### src/core/uhs_pkg.sv
// package: register map, field layout and carrier types of the host status block
package uhs_pkg;
  // ********************************************************************
  // register byte offsets
  // ********************************************************************
  localparam logic [7:0] OFS_CONTROL = 8'h20;
  localparam logic [7:0] OFS_STATUS = 8'h24;
  localparam logic [7:0] OFS_IRQ_EN = 8'h28;
  localparam logic [7:0] OFS_FRAME_INDEX = 8'h2C;
  localparam logic [7:0] OFS_PERIODIC_BASE = 8'h34;
  localparam logic [7:0] OFS_ASYNC_ADDR = 8'h38;
  // ********************************************************************
  // field positions
  // ********************************************************************
  localparam int CTL_RUN = 0;
  localparam int CTL_SIZE_LO = 2;
  localparam int CTL_PERIODIC_EN = 4;
  localparam int CTL_ASYNC_EN = 5;
  localparam int CTL_DOORBELL = 6;
  localparam int CTL_THR_LO = 16;
  localparam int STS_RECLAIM = 13;
  localparam int STS_HALTED = 12;
  localparam int STS_PERIODIC_RUN = 14;
  localparam int STS_ASYNC_RUN = 15;
  localparam int FLG_DONE = 0;
  localparam int FLG_ERROR = 1;
  localparam int FLG_PORT = 2;
  localparam int FLG_ROLL = 3;
  localparam int FLG_SYSERR = 4;
  localparam int FLG_ADVANCE = 5;
  localparam int NUM_FLAGS = 6;
  localparam int FIDX_W = 14;
  localparam int PBASE_LO = 12;
  localparam int APTR_LO = 5;
  // ********************************************************************
  // reset values, masks and counts
  // ********************************************************************
  localparam logic [7:0] THR_RESET = 8'h08;
  localparam logic [1:0] SIZE_1024 = 2'h0;
  localparam logic [1:0] SIZE_512 = 2'h1;
  localparam logic [1:0] SIZE_256 = 2'h2;
  localparam logic [5:0] GATED_MASK = 6'h23;
  localparam logic [4:0] HALT_UFRAMES = 5'h10;
  // ********************************************************************
  // carriers
  // ********************************************************************
  typedef struct packed {
    logic cyc;
    logic stb;
    logic we;
    logic [3:0] sel;
    logic [7:0] adr;
    logic [31:0] dat;
  } uhs_wb_req_t;
  typedef struct packed {
    logic uframe_end;
    logic advanced;
    logic sys_error;
    logic port_change;
    logic power_resume;
    logic port_change_any;
    logic td_error;
    logic td_ioc_done;
    logic short_packet;
    logic reclaim;
    logic pipe_idle;
    logic fatal_error;
  } uhs_event_t;
  typedef struct packed {
    logic ack;
    logic [31:0] rdat;
    logic run;
    logic async_en;
    logic periodic_en;
    logic doorbell;
    logic [1:0] list_size_code;
    logic [7:0] irq_threshold_setting;
    logic async_sched_running;
    logic periodic_sched_running;
    logic halted_flag;
    logic [NUM_FLAGS-1:0] flags;
    logic [NUM_FLAGS-1:0] irq_en;
    logic [FIDX_W-1:0] micro_frame_counter;
    logic [31:PBASE_LO] periodic_base_bits;
    logic [31:APTR_LO] async_pointer_bits;
    logic [6:0] thr_cnt;
    logic gated_hit;
    logic [4:0] halt_cnt;
    logic irq;
    logic [31:0] entry_addr;
  } uhs_state_t;
endpackage

### src/core/uhs_status_core.sv
// module: status, interrupt, frame index and list pointer registers of a usb host
//
// Behaviour
// (RQ1) async running bit follows async enable with lag; settled when equal
// (RQ2) periodic running bit follows periodic enable with lag; settled when equal
// (RQ3) read-only reclamation bit reports empty async schedule detection
// (RQ4) halted reads zero while running; set once execution actually stopped
// (RQ5) after doorbell, set async advance flag at next schedule advance
// (RQ6) set system error flag on serious system bus access error
// (RQ7) set rollover flag when index bit 13 (1024) or 12 (512) toggles
// (RQ8) set port change flag on owned port change or resume rise
// (RQ9) also set port change flag on connect change after ownership handover
// (RQ10) on power return load port change flag with OR of port change bits
// (RQ11) set error flag on failed transaction; with completion request set both
// (RQ12) set completion flag when descriptor with completion request retires
// (RQ13) set completion flag also on a short packet
// (RQ14) event flags clear only on software writing one; zero leaves them
// (RQ15) advance, error and completion interrupts wait for threshold boundary
// (RQ16) system error, rollover and port change interrupts are immediate
// (RQ17) enable bits gate their sources; all reset to zero
// (RQ18) fourteen bit frame index increments every micro-frame, resets zero
// (RQ19) entry index is index bits N:3, N 12/11/10 by size code
// (RQ20) periodic base holds address bits 31:12, low bits reserved
// (RQ21) async address holds bits 31:5, low bits reserved, queue heads only
// (RQ22) halt within 16 micro-frames after run cleared
// (RQ23) threshold defaults to 8 micro-frames; 1 to 64 allowed
// (RQ24) doorbell clears itself once advance flag is set
// (RQ25) status resets with only the halted bit set
// (RQ26) for 256 entries set rollover on every toggle of index bit 11
// (RQ27) one interrupt output active while any enabled flag is set
`timescale 1ns/1ps
`default_nettype none
module uhs_status_core (
  input wire logic I_SYS_CLK,
  input wire logic I_RSTN,
  input wire logic I_CLK_EN,
  input wire uhs_pkg::uhs_wb_req_t I_WB_REQ,
  input wire uhs_pkg::uhs_event_t I_EVENT,
  output logic O_WB_ACK,
  output logic [31:0] O_WB_DAT,
  output logic O_IRQ,
  output logic O_RUN,
  output logic O_HALTED,
  output logic O_ASYNC_RUNNING,
  output logic O_PERIODIC_RUNNING,
  output logic [31:0] O_ASYNC_LIST_ADDR,
  output logic [31:0] O_FRAME_ENTRY_ADDR
);
  import uhs_pkg::*;

  uhs_state_t st_r;
  uhs_state_t st_nxt;

  // ********************************************************************
  // helpers
  // ********************************************************************
  // byte lane mask from wishbone select
  function automatic logic [31:0] lane_mask(input logic [3:0] sel);
    lane_mask = {{8{sel[3]}}, {8{sel[2]}}, {8{sel[1]}}, {8{sel[0]}}};
  endfunction

  // read mux over the register map
  function automatic logic [31:0] read_word(input uhs_state_t s, input logic [7:0] adr,
                                            input logic reclaim);
    logic [31:0] w;
    w = 32'h0000_0000;
    unique case (adr)
      OFS_CONTROL: begin
        w[CTL_RUN] = s.run;
        w[CTL_SIZE_LO +: 2] = s.list_size_code;
        w[CTL_PERIODIC_EN] = s.periodic_en;
        w[CTL_ASYNC_EN] = s.async_en;
        w[CTL_DOORBELL] = s.doorbell;
        w[CTL_THR_LO +: 8] = s.irq_threshold_setting;
      end
      OFS_STATUS: begin
        w[NUM_FLAGS-1:0] = s.flags;
        w[STS_HALTED] = s.halted_flag;
        w[STS_RECLAIM] = reclaim; // see RQ3
        w[STS_PERIODIC_RUN] = s.periodic_sched_running;
        w[STS_ASYNC_RUN] = s.async_sched_running;
      end
      OFS_IRQ_EN: w[NUM_FLAGS-1:0] = s.irq_en;
      OFS_FRAME_INDEX: w[FIDX_W-1:0] = s.micro_frame_counter;
      OFS_PERIODIC_BASE: w[31:PBASE_LO] = s.periodic_base_bits;
      OFS_ASYNC_ADDR: w[31:APTR_LO] = s.async_pointer_bits;
      default: w = 32'h0000_0000; // unmapped reads as zero
    endcase
    read_word = w;
  endfunction

  // ********************************************************************
  // next state
  // ********************************************************************
  logic req;
  logic wr;
  logic [31:0] wm;
  logic [31:0] wd;
  logic [NUM_FLAGS-1:0] set_flags;
  logic [NUM_FLAGS-1:0] clr_flags;
  logic [NUM_FLAGS-1:0] pend;
  logic [FIDX_W-1:0] fidx_inc;
  logic tick;
  logic wrap;
  logic boundary;
  logic [6:0] thr_lim;
  logic [9:0] entry_idx;
  logic ring;

  // bus decode, register writes, event flags, counters and interrupt
  always_comb begin
    st_nxt = st_r;
    req = I_WB_REQ.cyc & I_WB_REQ.stb;
    wm = lane_mask(I_WB_REQ.sel);
    wd = I_WB_REQ.dat;
    // write lands on the edge where the master sees ack
    wr = req & I_WB_REQ.we & st_r.ack;
    // software rings the doorbell in this very cycle
    ring = wr & (I_WB_REQ.adr == OFS_CONTROL) & wm[CTL_DOORBELL] & wd[CTL_DOORBELL];
    tick = I_EVENT.uframe_end & ~st_r.halted_flag;
    fidx_inc = st_r.micro_frame_counter + 14'h0001;
    set_flags = '0;
    clr_flags = '0;
    wrap = 1'b0;
    boundary = 1'b0;
    entry_idx = 10'h000;
    thr_lim = (st_r.irq_threshold_setting[6:0] == 7'h00) ? 7'h01
              : st_r.irq_threshold_setting[6:0];

    // single cycle ack, dropped the cycle after it was given
    st_nxt.ack = req & ~st_r.ack;
    st_nxt.rdat = (req & ~st_r.ack) ? read_word(st_r, I_WB_REQ.adr, I_EVENT.reclaim)
                                      : 32'h0000_0000;

    // software writes with byte lanes
    if (wr) begin
      unique case (I_WB_REQ.adr)
        OFS_CONTROL: begin
          if (wm[CTL_RUN]) st_nxt.run = wd[CTL_RUN];
          if (wm[CTL_SIZE_LO]) st_nxt.list_size_code = wd[CTL_SIZE_LO +: 2];
          if (wm[CTL_PERIODIC_EN]) st_nxt.periodic_en = wd[CTL_PERIODIC_EN];
          if (wm[CTL_ASYNC_EN]) st_nxt.async_en = wd[CTL_ASYNC_EN];
          if (wm[CTL_DOORBELL] & wd[CTL_DOORBELL]) st_nxt.doorbell = 1'b1;
          if (wm[CTL_THR_LO]) st_nxt.irq_threshold_setting = wd[CTL_THR_LO +: 8];
        end
        OFS_STATUS: clr_flags = wd[NUM_FLAGS-1:0] & wm[NUM_FLAGS-1:0]; // see RQ14
        OFS_IRQ_EN: st_nxt.irq_en = (st_r.irq_en & ~wm[NUM_FLAGS-1:0])
                                    | (wd[NUM_FLAGS-1:0] & wm[NUM_FLAGS-1:0]); // see RQ17
        OFS_FRAME_INDEX: st_nxt.micro_frame_counter = (st_r.micro_frame_counter
                           & ~wm[FIDX_W-1:0]) | (wd[FIDX_W-1:0] & wm[FIDX_W-1:0]);
        OFS_PERIODIC_BASE: st_nxt.periodic_base_bits = (st_r.periodic_base_bits
                             & ~wm[31:PBASE_LO]) | (wd[31:PBASE_LO] & wm[31:PBASE_LO]); // see RQ20
        OFS_ASYNC_ADDR: st_nxt.async_pointer_bits = (st_r.async_pointer_bits
                          & ~wm[31:APTR_LO]) | (wd[31:APTR_LO] & wm[31:APTR_LO]); // see RQ21
        default: st_nxt.irq_en = st_nxt.irq_en; // unmapped writes are dropped
      endcase
    end

    // internal error stops the controller like a software stop
    if (I_EVENT.fatal_error) st_nxt.run = 1'b0;

    // halt tracking: run clears halted at once, stop waits for pipeline drain or the micro-frame bound
    if (st_nxt.run) begin
      st_nxt.halted_flag = 1'b0; // see RQ4
      st_nxt.halt_cnt = 5'h00;
    end else if (~st_r.halted_flag) begin
      if (I_EVENT.pipe_idle | (st_r.halt_cnt >= HALT_UFRAMES - 5'h01)) begin
        st_nxt.halted_flag = 1'b1; // see RQ4
      end else if (I_EVENT.uframe_end) begin
        st_nxt.halt_cnt = st_r.halt_cnt + 5'h01; // see RQ22
      end
    end

    // schedule status follows enables at micro-frame edges, off when halted
    if (st_r.halted_flag) begin
      st_nxt.async_sched_running = 1'b0;
      st_nxt.periodic_sched_running = 1'b0;
    end else if (I_EVENT.uframe_end) begin
      st_nxt.async_sched_running = st_r.async_en; // see RQ1
      st_nxt.periodic_sched_running = st_r.periodic_en; // see RQ2
    end

    // frame index and rollover at the size dependent bit
    if (tick) begin
      st_nxt.micro_frame_counter = fidx_inc; // see RQ18
      unique case (st_r.list_size_code)
        SIZE_512: wrap = fidx_inc[12] ^ st_r.micro_frame_counter[12]; // see RQ7
        SIZE_256: wrap = fidx_inc[11] ^ st_r.micro_frame_counter[11]; // see RQ26
        default: wrap = fidx_inc[13] ^ st_r.micro_frame_counter[13]; // see RQ7
      endcase
    end

    // threshold counter gives the boundary for gated sources
    if (tick) begin
      if (st_r.thr_cnt + 7'h01 >= thr_lim) begin
        st_nxt.thr_cnt = 7'h00;
        boundary = 1'b1; // see RQ23
      end else begin
        st_nxt.thr_cnt = st_r.thr_cnt + 7'h01;
      end
    end

    // event sources
    set_flags[FLG_ADVANCE] = st_r.doorbell & I_EVENT.advanced; // see RQ5
    set_flags[FLG_SYSERR] = I_EVENT.sys_error; // see RQ6
    set_flags[FLG_ROLL] = wrap; // see RQ7
    set_flags[FLG_PORT] = I_EVENT.port_change // see RQ8 RQ9
                          | (I_EVENT.power_resume & I_EVENT.port_change_any); // see RQ10
    set_flags[FLG_ERROR] = I_EVENT.td_error; // see RQ11
    set_flags[FLG_DONE] = I_EVENT.td_ioc_done | I_EVENT.short_packet; // see RQ12 RQ13
    // a ring in the cycle of the hardware clear wins
    if (set_flags[FLG_ADVANCE] & ~ring) st_nxt.doorbell = 1'b0; // see RQ24

    // a set in the cycle of the clear wins
    st_nxt.flags = (st_r.flags & ~clr_flags) | set_flags; // see RQ14

    // gated sources latch only at a boundary and drop once all acknowledged
    pend = st_nxt.flags & st_nxt.irq_en;
    if ((pend & GATED_MASK) == '0) st_nxt.gated_hit = 1'b0;
    else if (boundary) st_nxt.gated_hit = 1'b1; // see RQ15
    st_nxt.irq = ((pend & ~GATED_MASK) != '0) | st_nxt.gated_hit; // see RQ16 RQ27

    // frame list entry address, index bits N:3 by size code
    unique case (st_nxt.list_size_code)
      SIZE_512: entry_idx = {1'b0, st_nxt.micro_frame_counter[11:3]}; // see RQ19
      SIZE_256: entry_idx = {2'b00, st_nxt.micro_frame_counter[10:3]};
      default: entry_idx = st_nxt.micro_frame_counter[12:3];
    endcase
    st_nxt.entry_addr = {st_nxt.periodic_base_bits, entry_idx, 2'b00};
  end

  // ********************************************************************
  // state register
  // ********************************************************************
  // whole state, frozen while the clock enable is low
  always_ff @(posedge I_SYS_CLK or negedge I_RSTN) begin
    if (!I_RSTN) begin
      st_r <= '0;
      st_r.halted_flag <= 1'b1; // see RQ25
      st_r.irq_threshold_setting <= THR_RESET; // see RQ23
    end else if (I_CLK_EN) begin
      st_r <= st_nxt;
    end
  end

  // outputs straight from the state register
  assign O_WB_ACK = st_r.ack;
  assign O_WB_DAT = st_r.rdat;
  assign O_IRQ = st_r.irq;
  assign O_RUN = st_r.run;
  assign O_HALTED = st_r.halted_flag;
  assign O_ASYNC_RUNNING = st_r.async_sched_running;
  assign O_PERIODIC_RUNNING = st_r.periodic_sched_running;
  assign O_ASYNC_LIST_ADDR = {st_r.async_pointer_bits, 5'h00};
  assign O_FRAME_ENTRY_ADDR = st_r.entry_addr;
endmodule
`default_nettype wire

### config.mk
export PLATFORM = sky130hd
export DESIGN_NAME = uhs_status_core
export DESIGN_NICKNAME = d
export VERILOG_FILES = /design/src/core/uhs_pkg.sv /design/src/core/uhs_status_core.sv
export SDC_FILE = /design/constraint.sdc
export NUM_CORES = 1
export LEC_CHECK = 0
export BUFFER_PORTS_ARGS = -buffer_cell sky130_fd_sc_hd__buf_2
export CORE_MARGIN = 2
export CORE_UTILIZATION = 30
export CTS_CLUSTER_DIAMETER = 120
export DETAILED_ROUTE_END_ITERATION = 8
export GPL_ROUTABILITY_DRIVEN = 0
export PLACE_DENSITY_LB_ADDON = 0.25
export RECOVER_POWER = 25
export SYNTH_ARGS = -nofsm -noshare
export SYNTH_HDL_FRONTEND = slang
export SYNTH_SLANG_ARGS = --single-unit
### constraint.sdc
create_clock -name I_SYS_CLK -period 2.35 [get_ports I_SYS_CLK]
set_input_delay 0.1175 -clock I_SYS_CLK [delete_from_list [all_inputs] [get_ports I_SYS_CLK]]
set_output_delay 0.1175 -clock I_SYS_CLK [all_outputs]
set_load 0.05 [all_outputs]
# After elaboration in Yosys (flattened, before gate mapping)
# Index checks and enable logic that the tools add are counted.
# classes
add_sub_neg,3
magnitude_cmp,2
eq_ne,12
mux,47
bitwise_logic,42
n_reduce_logical,18
# ops
operator,n
67-bit 2-to-1 mux,1
14-bit 2-to-1 mux,4
27-bit bitwise AND,2
"8-bit by 6-bit == test with 1-bit output, second input constant",6
20-bit bitwise AND,2
32-bit 2-to-1 mux,1
14-bit bitwise AND,2
27-bit 2-to-1 mux,1
27-bit NOT,1
27-bit OR,1
6-bit bitwise AND,4
8-bit one-hot mux with 3 select lines,1
20-bit 2-to-1 mux,1
5-bit 2-to-1 mux,4
20-bit NOT,1
20-bit OR,1
10-bit one-hot mux with 2 select lines,1
6-bit 2-to-1 mux,3
8-bit one-hot mux with 2 select lines,1
4-bit AND reduction,4
"14-bit by 1-bit adder with 14-bit output, second input constant",1
1-bit 2-to-1 mux,14
7-bit 2-to-1 mux,2
14-bit NOT,1
31 further kinds,64
# word_totals
regBits,167
input_bits,62
out_inout_bits,102
elab_cells,146

# Logic depth before layout (Yosys ltp)
# Gate-level depths: netlist of run 1.
# logic_depth
word_depth,11
depth_mapped,10
depth_no_buf,10

# Worst setup path after synthesis of run 1
# OpenSTA, ideal clock, no wires.
# synth_path
path_kind,register to register
startpoint,"register st_r, in the netlist O_WB_ACK"
endpoint,register st_r[33] (netlist bit)
setup_time_ps,119
t_arrival_ps,2182
required_ps,2231
slack_ps,49
stages_incl_launch_ff,9
path_buffers,2
period_less_slack_ps,2301
cell_sequence,dfrtp_1 > and4_1 > buf_2 > nand4_2 > or4b_1 > a21oi_1 > and2_1 > buf_4 > nor2_1
# synth_via
elab_chain_cells,5
elab_cells_between_ends,8
cone_classes,2 x eq/ne; 3 x mux; 1 x bitwise; 2 x reduce/logical
# synth_rtl
element,line_no,text
from (decl),uhs_status_core.sv:51,uhs_state_t st_r;
from (signal assigned),uhs_status_core.sv:242,st_r <= st_nxt;
1-bit bitwise AND *,uhs_status_core.sv:117,wr = req & I_WB_REQ.we & st_r.ack;
14-bit 2-to-1 mux *,uhs_status_core.sv:136,if (wr) begin
1-bit 2-to-1 mux *,uhs_status_core.sv:160,if (I_EVENT.fatal_error) st_nxt.run = 1'b0;
"2-bit != test (no line), or another cell as far along",--,
4-bit AND reduction (no line),--,
# Every way passes the cells marked *; elsewhere a longest branch is shown, timed or not. The select of a mux whose other input is x is not followed.
# A chain may end at the register's enable or synchronous reset.

# Worst setup path after layout of run 1
# layout_path
startpoint,register st_r[40] (netlist bit)
endpoint,register st_r[44] (netlist bit)
# layout_via
elab_chain_cells,3
# layout_rtl
element,line_no,text
7-bit by 1-bit adder with 7-bit output *,"uhs_status_core.sv:195, uhs_status_core.sv:199",
7-bit >= comparator,uhs_status_core.sv:195,if (st_r.thr_cnt + 7'h01 >= thr_lim) begin
7-bit 2-to-1 mux *,uhs_status_core.sv:195,
# Every way passes the cells marked *; elsewhere a longest branch is shown, timed or not.

==> implementation parameters, run 1 <==
Parameter                              Value

Synth
  Cells after Synth ... 734
  Yosys top cell by area ... dfrtp_1
  Synthesis Warnings ... 0
  Share of the synthesized area in the top cell type ... 44.9%
  Post-synthesis sequential area ratio ... 45.6%
  Commonest cells post-synth ... 137 x dfrtp_1, 97 x buf_4, 64 x mux2_2
  Cell with the most instances after synthesis ... dfrtp_1
  Async set or reset register ratio after synthesis ... 100%
  Commonest register cell after synthesis ... dfrtp_1
  Leading post-synthesis cells by cell area ... dfrtp_1 45%, buf_4 9.5%, mux2_2 9.4%
  Synth Register Bits ... 139
  Number of enable flip-flop cells after synthesis ... 0
  Distinct cell type count after synthesis ... 66
  Cell Area, Synth ... 7630 sq um
  Mapped Avg Cell Area ... 10.4 sq um

Worst hold path
  Worst hold start ... I_WB_REQ[2]
  Worst-case hold path end point ... st_r[130]
  Hold/Removal Path Class ... input port to flop
  Worst hold path depth ... 2

Detailed routing
  Initial DRC Count ... 397
  Detailed-route wire length ... 22400 um
  Detailed-route wire length per cell ... 18.8 um
  Residual DRC count ... 0
  Number of nets with antenna violations after detailed routing ... 0
  Pre-antenna DRT Iters ... 5
  Routed via count ... 5978
  Via density ... 5.02

CTS
  TritonCTS clock tree ... yes
  Source-to-sink clock delay at the later pin of the worst-skew pair ... 430 ps
  Num Clock Sinks ... 139
  Buffers inserted during post-CTS setup optimization ... 0
  CTS Buffer Depth ... 2
  CTS root buffer ... clkbuf_16
  Clock-pin slew of the registers on the worst-case setup and hold paths ... 70 ps
  H-tree depth ... 4
  CTS Buf Count ... 17

Global route
  Number of global-route vias before repair ... 5782
  Initial antenna violation count ... 1
  Total routing usage reported by global routing ... 17.1%
  Total congestion overflow ... 0
  Wire length of the first global-routing pass ... 34500 um
  Maximum number of pins on one net before global-route repair ... 59

Worst setup path
  Terminus of the critical flop-to-flop path ... st_r[44]
  Setup slack of the most critical reg-to-reg path ... 160 ps
  Req. time, crit path ... 2700 ps
  R2R depth ... 10
  Critical Path Start Type ... flop
  Maximum fanout along the worst path ... 5
  Setup crit end kind ... flop
  Worst r2r src ... st_r[40]
  Critical path type ... flop to flop
  CP arrival ... 2540 ps

Placed design
  Half-perimeter wire length after detailed placement ... 16600 um
  Worst Setup Slack post-DPL ... 6.82 ps
  Count of input and output buffers ... 156
  Post-place instance area ... 8250 sq um

Timing
  RSZ-0062 raised after global routing ... yes
  Max-slew violations ... 57
  Count of endpoints failing hold in the final timing report ... 0
  Post-route clock skew ... 11.5 ps
  Least-Margin Pin Slew ... 1570 ps
  Final worst hold slack ... 33.3 ps
  Worst setup margin ... 155 ps
  Number of setup violations in the final report ... 0
  Final worst path period need ... 2190 ps
  Headroom to the max-slew limit ... -4.85%
  Maximum clock frequency ... 456 MHz
  Period Utilization, post-route ... 93.4%

Layout
  Filler cells ... 2524
  Layout area overhead ... 20.2%
  Final cell area excluding filler cells ... 9170 sq um
  Proportion of layout cells with a drive suffix above 1 ... 36.1%
  Final standard cell utilization of the core ... 36.6%
  NumNets Final ... 922

Power
  Total power per unit cell area ... 605 nW/um^2
  Leakage power ... 4.53 nW
  Post-route total power ... 0.00555 W
  Worst IR drop on VDD ... 0.000334 V

Run status
  Result of the run ... complete, but fails checks
  Violations in the final reports ... max-capacitance violations, max-slew violations

Floorplan
  Die width ... 163 um
  Placeable Area ... 25000 sq um
  Starting density of the core ... 30.5%
  Area enclosed by the die boundary ... 26700 sq um
  Cell row count ... 58
  Die height ... 163 um
  Number of placed I/O pins ... 164

Job
  Number of max-cap violations ... 1
cells in the final DEF (no fill, tap or decap), drive strengths merged, types with 9 or more instances in the layout:
cell type    count
inv             42
nor3             9
o21ai           54
dfrtp          137
a21oi           26
dlygate4sd3     31
ha              14
nor2            29
buf            186
nand3           11
nor2b            9
mux2            64
clkbuf          18
a22oi           16
and3            12
a222oi          10
o2bb2ai         19
nand2           53
worst max-delay path by stage:
stage                   start  endpoint  slack [ps]  depth (start not counted)
CTS                 st_r[125]  st_r[42]          10                          9
detailed placement   st_r[39]  st_r[41]           7                         10
global route         st_r[39]  st_r[41]         -20                         10
global placement     st_r[39]  st_r[41]         120                         10
floorplan            O_WB_ACK  st_r[33]          50                          8
finish               st_r[40]  st_r[44]         160                         10
metrics by stage:
step / std cells / setup TNS, ps
floorplan: 740 / 0
global placement: 1126 / 0
detailed placement: 1126 / 0
CTS: 1189 / 0
global route: 1189 / -27.9
finish: 1190 / 0
area by class of cell:
class	count	area, sq um	share of cell area [%]
clock buffers	17	425	4.64
well taps	330	413	4.50
repair buffers	218	1350	14.7
multi-input cells	437	3220	35.1
diodes	1	2.50	0.0273
inverters	33	124	1.35
clock inverters	15	151	1.65
flip-flops and latches	139	3480	38.0
critical path, stage by stage (launching register included):
cell,delay [ps]
dfrtp_1,400
ha_2,230
nand3_1,120
nor2_1,150
xor2_1,230
ha_2,310
nor2_1,130
a21oi_2,60
and2_4,170
buf_4,140
o21ai_0,160
layer usage:
layer  vias up  wire [um]  GRT usage, %
li1       2789          -             -
met4         0        327          4.94
met1      3000      10000          22.9
met5         -          0             0
met2       167      10800          27.6
met3        22       1140          3.89
power breakdown:
part | total [W] | switching (W) | internal (W) | leakage [nW]
logic | 0.000422 | 0.000266 | 0.000157 | 2.39
clock network | 0.00267 | 0.00125 | 0.00141 | 0.282
registers | 0.00246 | 0.0000392 | 0.00242 | 1.86
total | 0.00555 | 0.00156 | 0.00399 | 4.53
what timing repair did:
action	in CTS	in global routing
endpoints found under the setup margin	1	15
pin swaps	0	5
hold buffers	31	0
gates resized for setup	1	17
hold endpoints to repair	113	0
cells by family after synthesis:
family                   share of synthesized area [%]
other                                           0.0492
adder cells (fa/ha/maj)                           2.30
flip-flops                                        45.6
AND/OR/NAND/NOR                                   10.7
multiplexers                                      11.6
XOR/XNOR                                         0.804
AO/OA/AOI/OAI                                     16.0
buffers and inverters                             12.9
(Power assumes the default switching activity.)
==> run 2, diff against run 1 <==
==> constraint.sdc (replaced) <==
create_clock -name I_SYS_CLK -period 2.35 [get_ports I_SYS_CLK]
set_input_delay 0.3525 -clock I_SYS_CLK [delete_from_list [all_inputs] [get_ports I_SYS_CLK]]
set_output_delay 0.3525 -clock I_SYS_CLK [all_outputs]
set_load 0.05 [all_outputs]
==> run 2 against run 1 <==
  * The flow now finishes without violations
  * Hold slack better by 120 ps
  * Clock skew is 1.0 ps lower
  * Routed wire length is 0.43% higher
  * Non-clock buffer count is 19 lower
  * Global-route usage is 0.15 points higher
  * Sequential power hardly changed
  * Total power is 1.2% lower
  * Combinational power is 8.1% lower
  * Highest routed layer is now met5
==> implementation parameters, run 2 (synthesis gave the netlist of run 1 again) <==
Parameter                              Value

CTS
  Num Clock Sinks ... 139 (unchanged)
  Clock-pin slew of the registers on the worst-case setup and hold paths ... 70 ps (about the same)
  H-tree depth ... 4 (unchanged)
  TritonCTS clock tree ... yes
  CTS Buf Count ... 17 (unchanged)
  CTS root buffer ... clkbuf_16
  CTS Buffer Depth ... 2 (unchanged)
  Buffers inserted during post-CTS setup optimization ... 0 (unchanged)
  Source-to-sink clock delay at the later pin of the worst-skew pair ... 430 ps (about the same)

Floorplan
  Starting density of the core ... 30.5% (unchanged)
  Die height ... 163 um (unchanged)
  Die width ... 163 um (unchanged)
  Number of placed I/O pins ... 164 (unchanged)
  Placeable Area ... 25000 sq um (unchanged)
  Cell row count ... 58 (unchanged)
  Area enclosed by the die boundary ... 26700 sq um (unchanged)

Global route
  Number of global-route vias before repair ... 5923 (+2.4%)
  Total congestion overflow ... 0 (unchanged)
  Initial antenna violation count ... 0 (-1)
  Total routing usage reported by global routing ... 17.2% (+0.15 points)
  Maximum number of pins on one net before global-route repair ... 66 (+12%)
  Wire length of the first global-routing pass ... 34800 um (+0.84%)

Layout
  Filler cells ... 2556 (+1.3%)
  NumNets Final ... 903 (-2.1%)
  Layout area overhead ... 17.0%
  Proportion of layout cells with a drive suffix above 1 ... 37.4% (+1.3 points)
  Commonest cells after routing, fill and taps aside ... 154 x buf_2, 136 x dfrtp_1, 64 x mux2_2
  Final cell area excluding filler cells ... 8930 sq um (-2.6%)
  Number of standard cells in the final layout excluding fillers ... 1170 (-1.7%)
  Count of antenna diodes in the layout ... 0 (-1)
  Most frequent standard cell in the layout excluding fill and tap cells ... buf_2

Worst setup path
  Worst r2r src ... st_r[125]
  Sum of buffers and inverters on the critical path ... 1 (unchanged)
  Critical path type ... flop to flop
  Sequence of cells on the critical path ... nor4_2 -> a31o_2 -> ha_1 -> nand2b_1 -> a211oi_1 -> o211ai_1 -> and2_1 -> buf_4 -> o21ai_0
  Top cell family by delay on the critical path ... compound AO/OA/AOI/OAI gates
  Slowest cell on the critical path ... dfstp_2
  CP arrival ... 2580 ps (+40 ps)
  Worst stage delay on the critical path ... 560 ps (+160 ps)
  Critical Path Start Type ... flop
  Start point of the critical path ... st_r[125]
  Maximum fanout along the worst path ... 5 (unchanged)
  Req. time, crit path ... 2690 ps (about the same)
  Setup crit end kind ... flop

Placed design
  Worst Setup Slack post-DPL ... -82.9 ps (-89.7 ps)
  Number of cells in the design after placement ... 1137 (+0.98%)
  Count of input and output buffers ... 156 (unchanged)
  Post-place instance area ... 8340 sq um (+1.2%)
  Half-perimeter wire length after detailed placement ... 16800 um (+1.6%)

Timing
  Final worst path period need ... 2240 ps (+42.9 ps)
  Maximum clock frequency ... 447 MHz (-1.9%)
  Final worst hold slack ... 154 ps (+120 ps)
  Count of endpoints failing hold in the final timing report ... 0 (unchanged)
  Least-Margin Pin Slew ... 1200 ps (-369 ps)
  Number of setup violations in the final report ... 0 (unchanged)
  Max-slew violations ... 0 (-100%)
  Worst setup margin ... 112 ps (-42.9 ps)
  Post-route clock skew ... 10.5 ps (-1.03 ps)
  Headroom to the max-slew limit ... 19.8% (+25 points)
  Period Utilization, post-route ... 95.2% (+1.8 points)

Run status
  Result of the run ... complete, no violations

Detailed routing
  Via density ... 5.01 (-0.28%)
  Initial DRC Count ... 352 (-11%)
  Number of nets with antenna violations after detailed routing ... 0 (unchanged)
  Routed via count ... 5861 (-2.0%)
  Residual DRC count ... 0 (unchanged)
  Detailed-route wire length ... 22500 um (+0.43%)
  Pre-antenna DRT Iters ... 7 (+2)
  Detailed-route wire length per cell ... 19.2 um (+2.1%)

Job
  Number of max-cap violations ... 0 (-1)

Power
  Leakage power ... 4.43 nW (-2.2%)
  Worst IR drop on VDD ... 0.000389 V (+17%)
  Total power per unit cell area ... 614 nW/um^2 (+1.5%)

Worst hold path
  Worst hold start ... I_WB_REQ[19]
  Hold/Removal Path Class ... input port to flop
==> run 2: metal layers <==
metal  GRT usage [%]  wire length, um
met1            22.8             9990
met2            28.2            10900
met3            4.16             1210
met4            4.43              329
met5            1.33               45
==> run 2: worst paths after layout <==
check | endpoint | slack [ps] | cells after the start
worst max-delay path | st_r[42] | 110 | 9
worst min-delay path | st_r[125] | 150 | 3
worst max register to register | st_r[42] | 110 | 9
worst min register to register | O_WB_DAT[5] | 480 | 1
max in group asynchronous | asynchronous set/reset pin | 460 | 3
min in group asynchronous | st_r[114] | 480 | 2
==> run 2: metrics by stage <==
stage,util [%],power (W),TNS (ps)
after CTS,35.6,0.00556,0
final,35.7,0.00548,0
after floorplan,-,0.00269,0
after global placement,33.3,0.00290,-79.3
after detailed placement,33.3,0.00290,-470
after global routing,35.7,0.00572,-10.9
==> run 2: final cells by class <==
type | instances | area, sq um | share of cell area, %
Tap cell | 330 | 413 | 4.63
Clock inverter | 15 | 141 | 1.58
Sequential cell | 139 | 3480 | 39.0
Timing Repair Buffer | 199 | 1120 | 12.5
Clock buffer | 17 | 425 | 4.77
Inverter | 33 | 124 | 1.39
Multi-Input combinational cell | 437 | 3220 | 36.1
==> run 2: timing repair <==
item,4_1_cts,5_1_grt
pin swaps,0,5
resized for setup,1,14
hold buffers,1,0
endpoints found under the setup margin,2,15
endpoints found under the hold margin,58,0
==> run 2: power by group <==
part	internal (W)	switching, W	total [W]
Combinational	0.000129	0.000260	0.000388
Clock	0.00141	0.00122	0.00263
Sequential	0.00242	0.0000422	0.00246
Total	0.00395	0.00153	0.00548
==> run 2: worst reg2reg max path, stage by stage (launching register included) <==
cell and delay, ps:
dfstp_2 560, nor4_2 50, a31o_2 250, ha_1 260
nand2b_1 130, a211oi_1 240, o211ai_1 150, and2_1 190
buf_4 160, o21ai_0 160
==> run 3, diff against run 2 <==
--- a/config.mk
+++ b/config.mk
@@ -6,6 +6,8 @@
 export NUM_CORES = 1
 export LEC_CHECK = 0
 export BUFFER_PORTS_ARGS = -buffer_cell sky130_fd_sc_hd__buf_2
+export CELL_PAD_IN_SITES_DETAIL_PLACEMENT = 0
+export CELL_PAD_IN_SITES_GLOBAL_PLACEMENT = 2
 export CORE_MARGIN = 2
 export CORE_UTILIZATION = 30
 export CTS_CLUSTER_DIAMETER = 120
==> run 3 against run 2 <==
  * Clock power up 7.6%
  * Via count up 2.1%
  * Final area up 1.1%
  * Highest routed layer is now met4
  * Die area unchanged
  * Total power up 3.9%
  * First-iteration DRC count up 40%
  * Sequential power about the same
  * Core utilization up 0.39 points
  * Combinational power up 5.2%
  * Fmax up 1.1%
  * Clock-buffer cell count unchanged
  * Global-route usage up 0.86 points
==> implementation parameters, run 3 (synthesis gave the netlist of run 1 again) <==
Parameter                              Value

Run status
  Result of the run ... complete, no violations

Timing
  Period Utilization, post-route ... 94.2% (-1.1 points)
  Maximum clock frequency ... 452 MHz (+1.1%)
  Number of setup violations in the final report ... 0 (unchanged)
  Count of endpoints failing hold in the final timing report ... 0 (unchanged)
  Least-Margin Pin Slew ... 1290 ps (+91.5 ps)
  RSZ-0062 raised after global routing ... no
  Post-route clock skew ... 6.90 ps (-3.60 ps)
  Max-slew violations ... 0 (unchanged)
  Headroom to the max-slew limit ... 13.7% (-6.1 points)
  Final worst path period need ... 2210 ps (-24.9 ps)

Detailed routing
  Initial DRC Count ... 492 (+40%)
  Detailed-route wire length per cell ... 20.3 um (+5.6%)
  Pre-antenna DRT Iters ... 5 (-2)
  Residual DRC count ... 0 (unchanged)
  Number of nets with antenna violations after detailed routing ... 0 (unchanged)
  Detailed-route wire length ... 23900 um (+6.3%)
  Routed via count ... 5982 (+2.1%)
  Via density ... 5.08 (+1.4%)

Floorplan
  Die height ... 163 um (unchanged)
  Starting density of the core ... 30.5% (unchanged)
  Number of placed I/O pins ... 164 (unchanged)
  Area enclosed by the die boundary ... 26700 sq um (unchanged)
  Die width ... 163 um (unchanged)
  Cell row count ... 58 (unchanged)
  Placeable Area ... 25000 sq um (unchanged)

Worst hold path
  Worst hold path depth ... 3 (unchanged)
  Worst hold start ... I_WB_REQ[19]
  Hold/Removal Path Class ... input port to flop
  Worst-case hold path end point ... st_r[125]

CTS
  CTS root buffer ... clkbuf_16
  Num Clock Sinks ... 139 (unchanged)
  Clock-pin slew of the registers on the worst-case setup and hold paths ... 70 ps (about the same)
  Source-to-sink clock delay at the later pin of the worst-skew pair ... 420 ps (about the same)
  CTS Buffer Depth ... 2 (unchanged)
  CTS Buf Count ... 17 (unchanged)
  TritonCTS clock tree ... yes
  H-tree depth ... 4 (unchanged)

Worst setup path
  Start point of the critical path ... st_r[40]
  Setup crit end kind ... flop
  Terminus of the critical flop-to-flop path ... st_r[39]
  CP arrival ... 2520 ps (-60 ps)
  Maximum fanout along the worst path ... 7 (+2)
  Setup slack of the most critical reg-to-reg path ... 140 ps (+20 ps)
  R2R depth ... 10 (+1)
  Worst r2r src ... st_r[40]
  Critical Path Start Type ... flop
  Req. time, crit path ... 2650 ps (-40 ps)
  Critical path type ... flop to flop

Global route
  Total routing usage reported by global routing ... 18.1% (+0.86 points)
  Total congestion overflow ... 0 (unchanged)
  Wire length of the first global-routing pass ... 36400 um (+4.6%)
  Maximum number of pins on one net before global-route repair ... 46 (-30%)
  Initial antenna violation count ... 1 (+1)
  Number of global-route vias before repair ... 6049 (+2.1%)

Layout
  Most frequent standard cell in the layout excluding fill and tap cells ... buf_2
  Final standard cell utilization of the core ... 36.0% (+0.39 points)
  NumNets Final ... 911 (+0.89%)
  Commonest cells after routing, fill and taps aside ... 155 x buf_2, 137 x dfrtp_1, 64 x mux2_2
  Proportion of layout cells with a drive suffix above 1 ... 38.4% (+0.99 points)
  Layout area overhead ... 18.3%

Power
  Leakage power ... 4.50 nW (+1.5%)
  Worst IR drop on VDD ... 0.000428 V (+10%)
  Total power per unit cell area ... 631 nW/um^2 (+2.7%)
  Post-route total power ... 0.00569 W (+3.9%)

Job
  Number of max-cap violations ... 0 (unchanged)

Placed design
  Half-perimeter wire length after detailed placement ... 17900 um (+6.1%)
  Count of input and output buffers ... 156 (unchanged)
run 3: cell types whose count changed in the layout (fill, tap and decap cells not counted), sizes merged:
cell    before  now
buf        192  204
bufinv       0    3
inv         44   40
diode        0    1
clkbuf      23   19
run 3: cell type report:
type	instances	area [sq um]
antenna	1	2.50
clock buffer	17	425
clock inverter	14	183
fill	2564	16000
inverter	33	124
multi-input combinational	437	3220
sequential	139	3480
tap	330	413
timing repair buffer	207	1170
run 3: layer usage:
metal	part of all wire (%)	wire, um	GRT usage, %
met5	0	0	0
met3	5.3	1270	3.33
met4	1.9	447	5.50
met2	46	11000	29.2
met1	47	11200	24.7
run 3: critical path: stages, from the launching register on:
cell,delay (ps)
dfrtp_1,380
ha_2,230
nand3_1,120
nor2_1,160
xor2_1,230
ha_2,240
a21oi_1,50
a21oi_2,150
and2_4,200
nor2_1,70
mux2_2,260
run 3: power by group:
group,switching (W),internal [W],total (W)
clock network,0.00114,0.00169,0.00283
logic,0.000274,0.000134,0.000408
registers,0.0000345,0.00242,0.00245
run 3: worst max path at each step:
stage                     endpoint  cells past startpoint
after CTS                 st_r[38]                      9
after detailed placement  st_r[41]                     10
final                     st_r[39]                     10
after global placement    st_r[33]                      8
after global routing      st_r[40]                      3
after floorplan           st_r[33]                      8
run 3: stage by stage:
stage | setup TNS, ps | worst slack [ps] | area, sq um | cells | hold WS, ps
after CTS | 0 | 11.9 | 9000 | 1176 | 155
after detailed placement | -747 | -103 | 8380 | 1144 | 337
after floorplan | 0 | 49.0 | 7650 | 740 | 56.9
after global routing | 0 | 10.3 | 9020 | 1177 | 167
after global placement | -144 | -19.1 | 8380 | 1144 | 335
final | 0 | 137 | 9020 | 1178 | 166
run 3: what timing repair did:
action                     in CTS  in global routing
cloned                          0                  0
setup endpoints to repair       2                  6
pin swaps                       0                  3
hold buffers                    1                  0
hold endpoints to repair       41                  0
setup buffers                   0                  1
resized for setup               2                 11
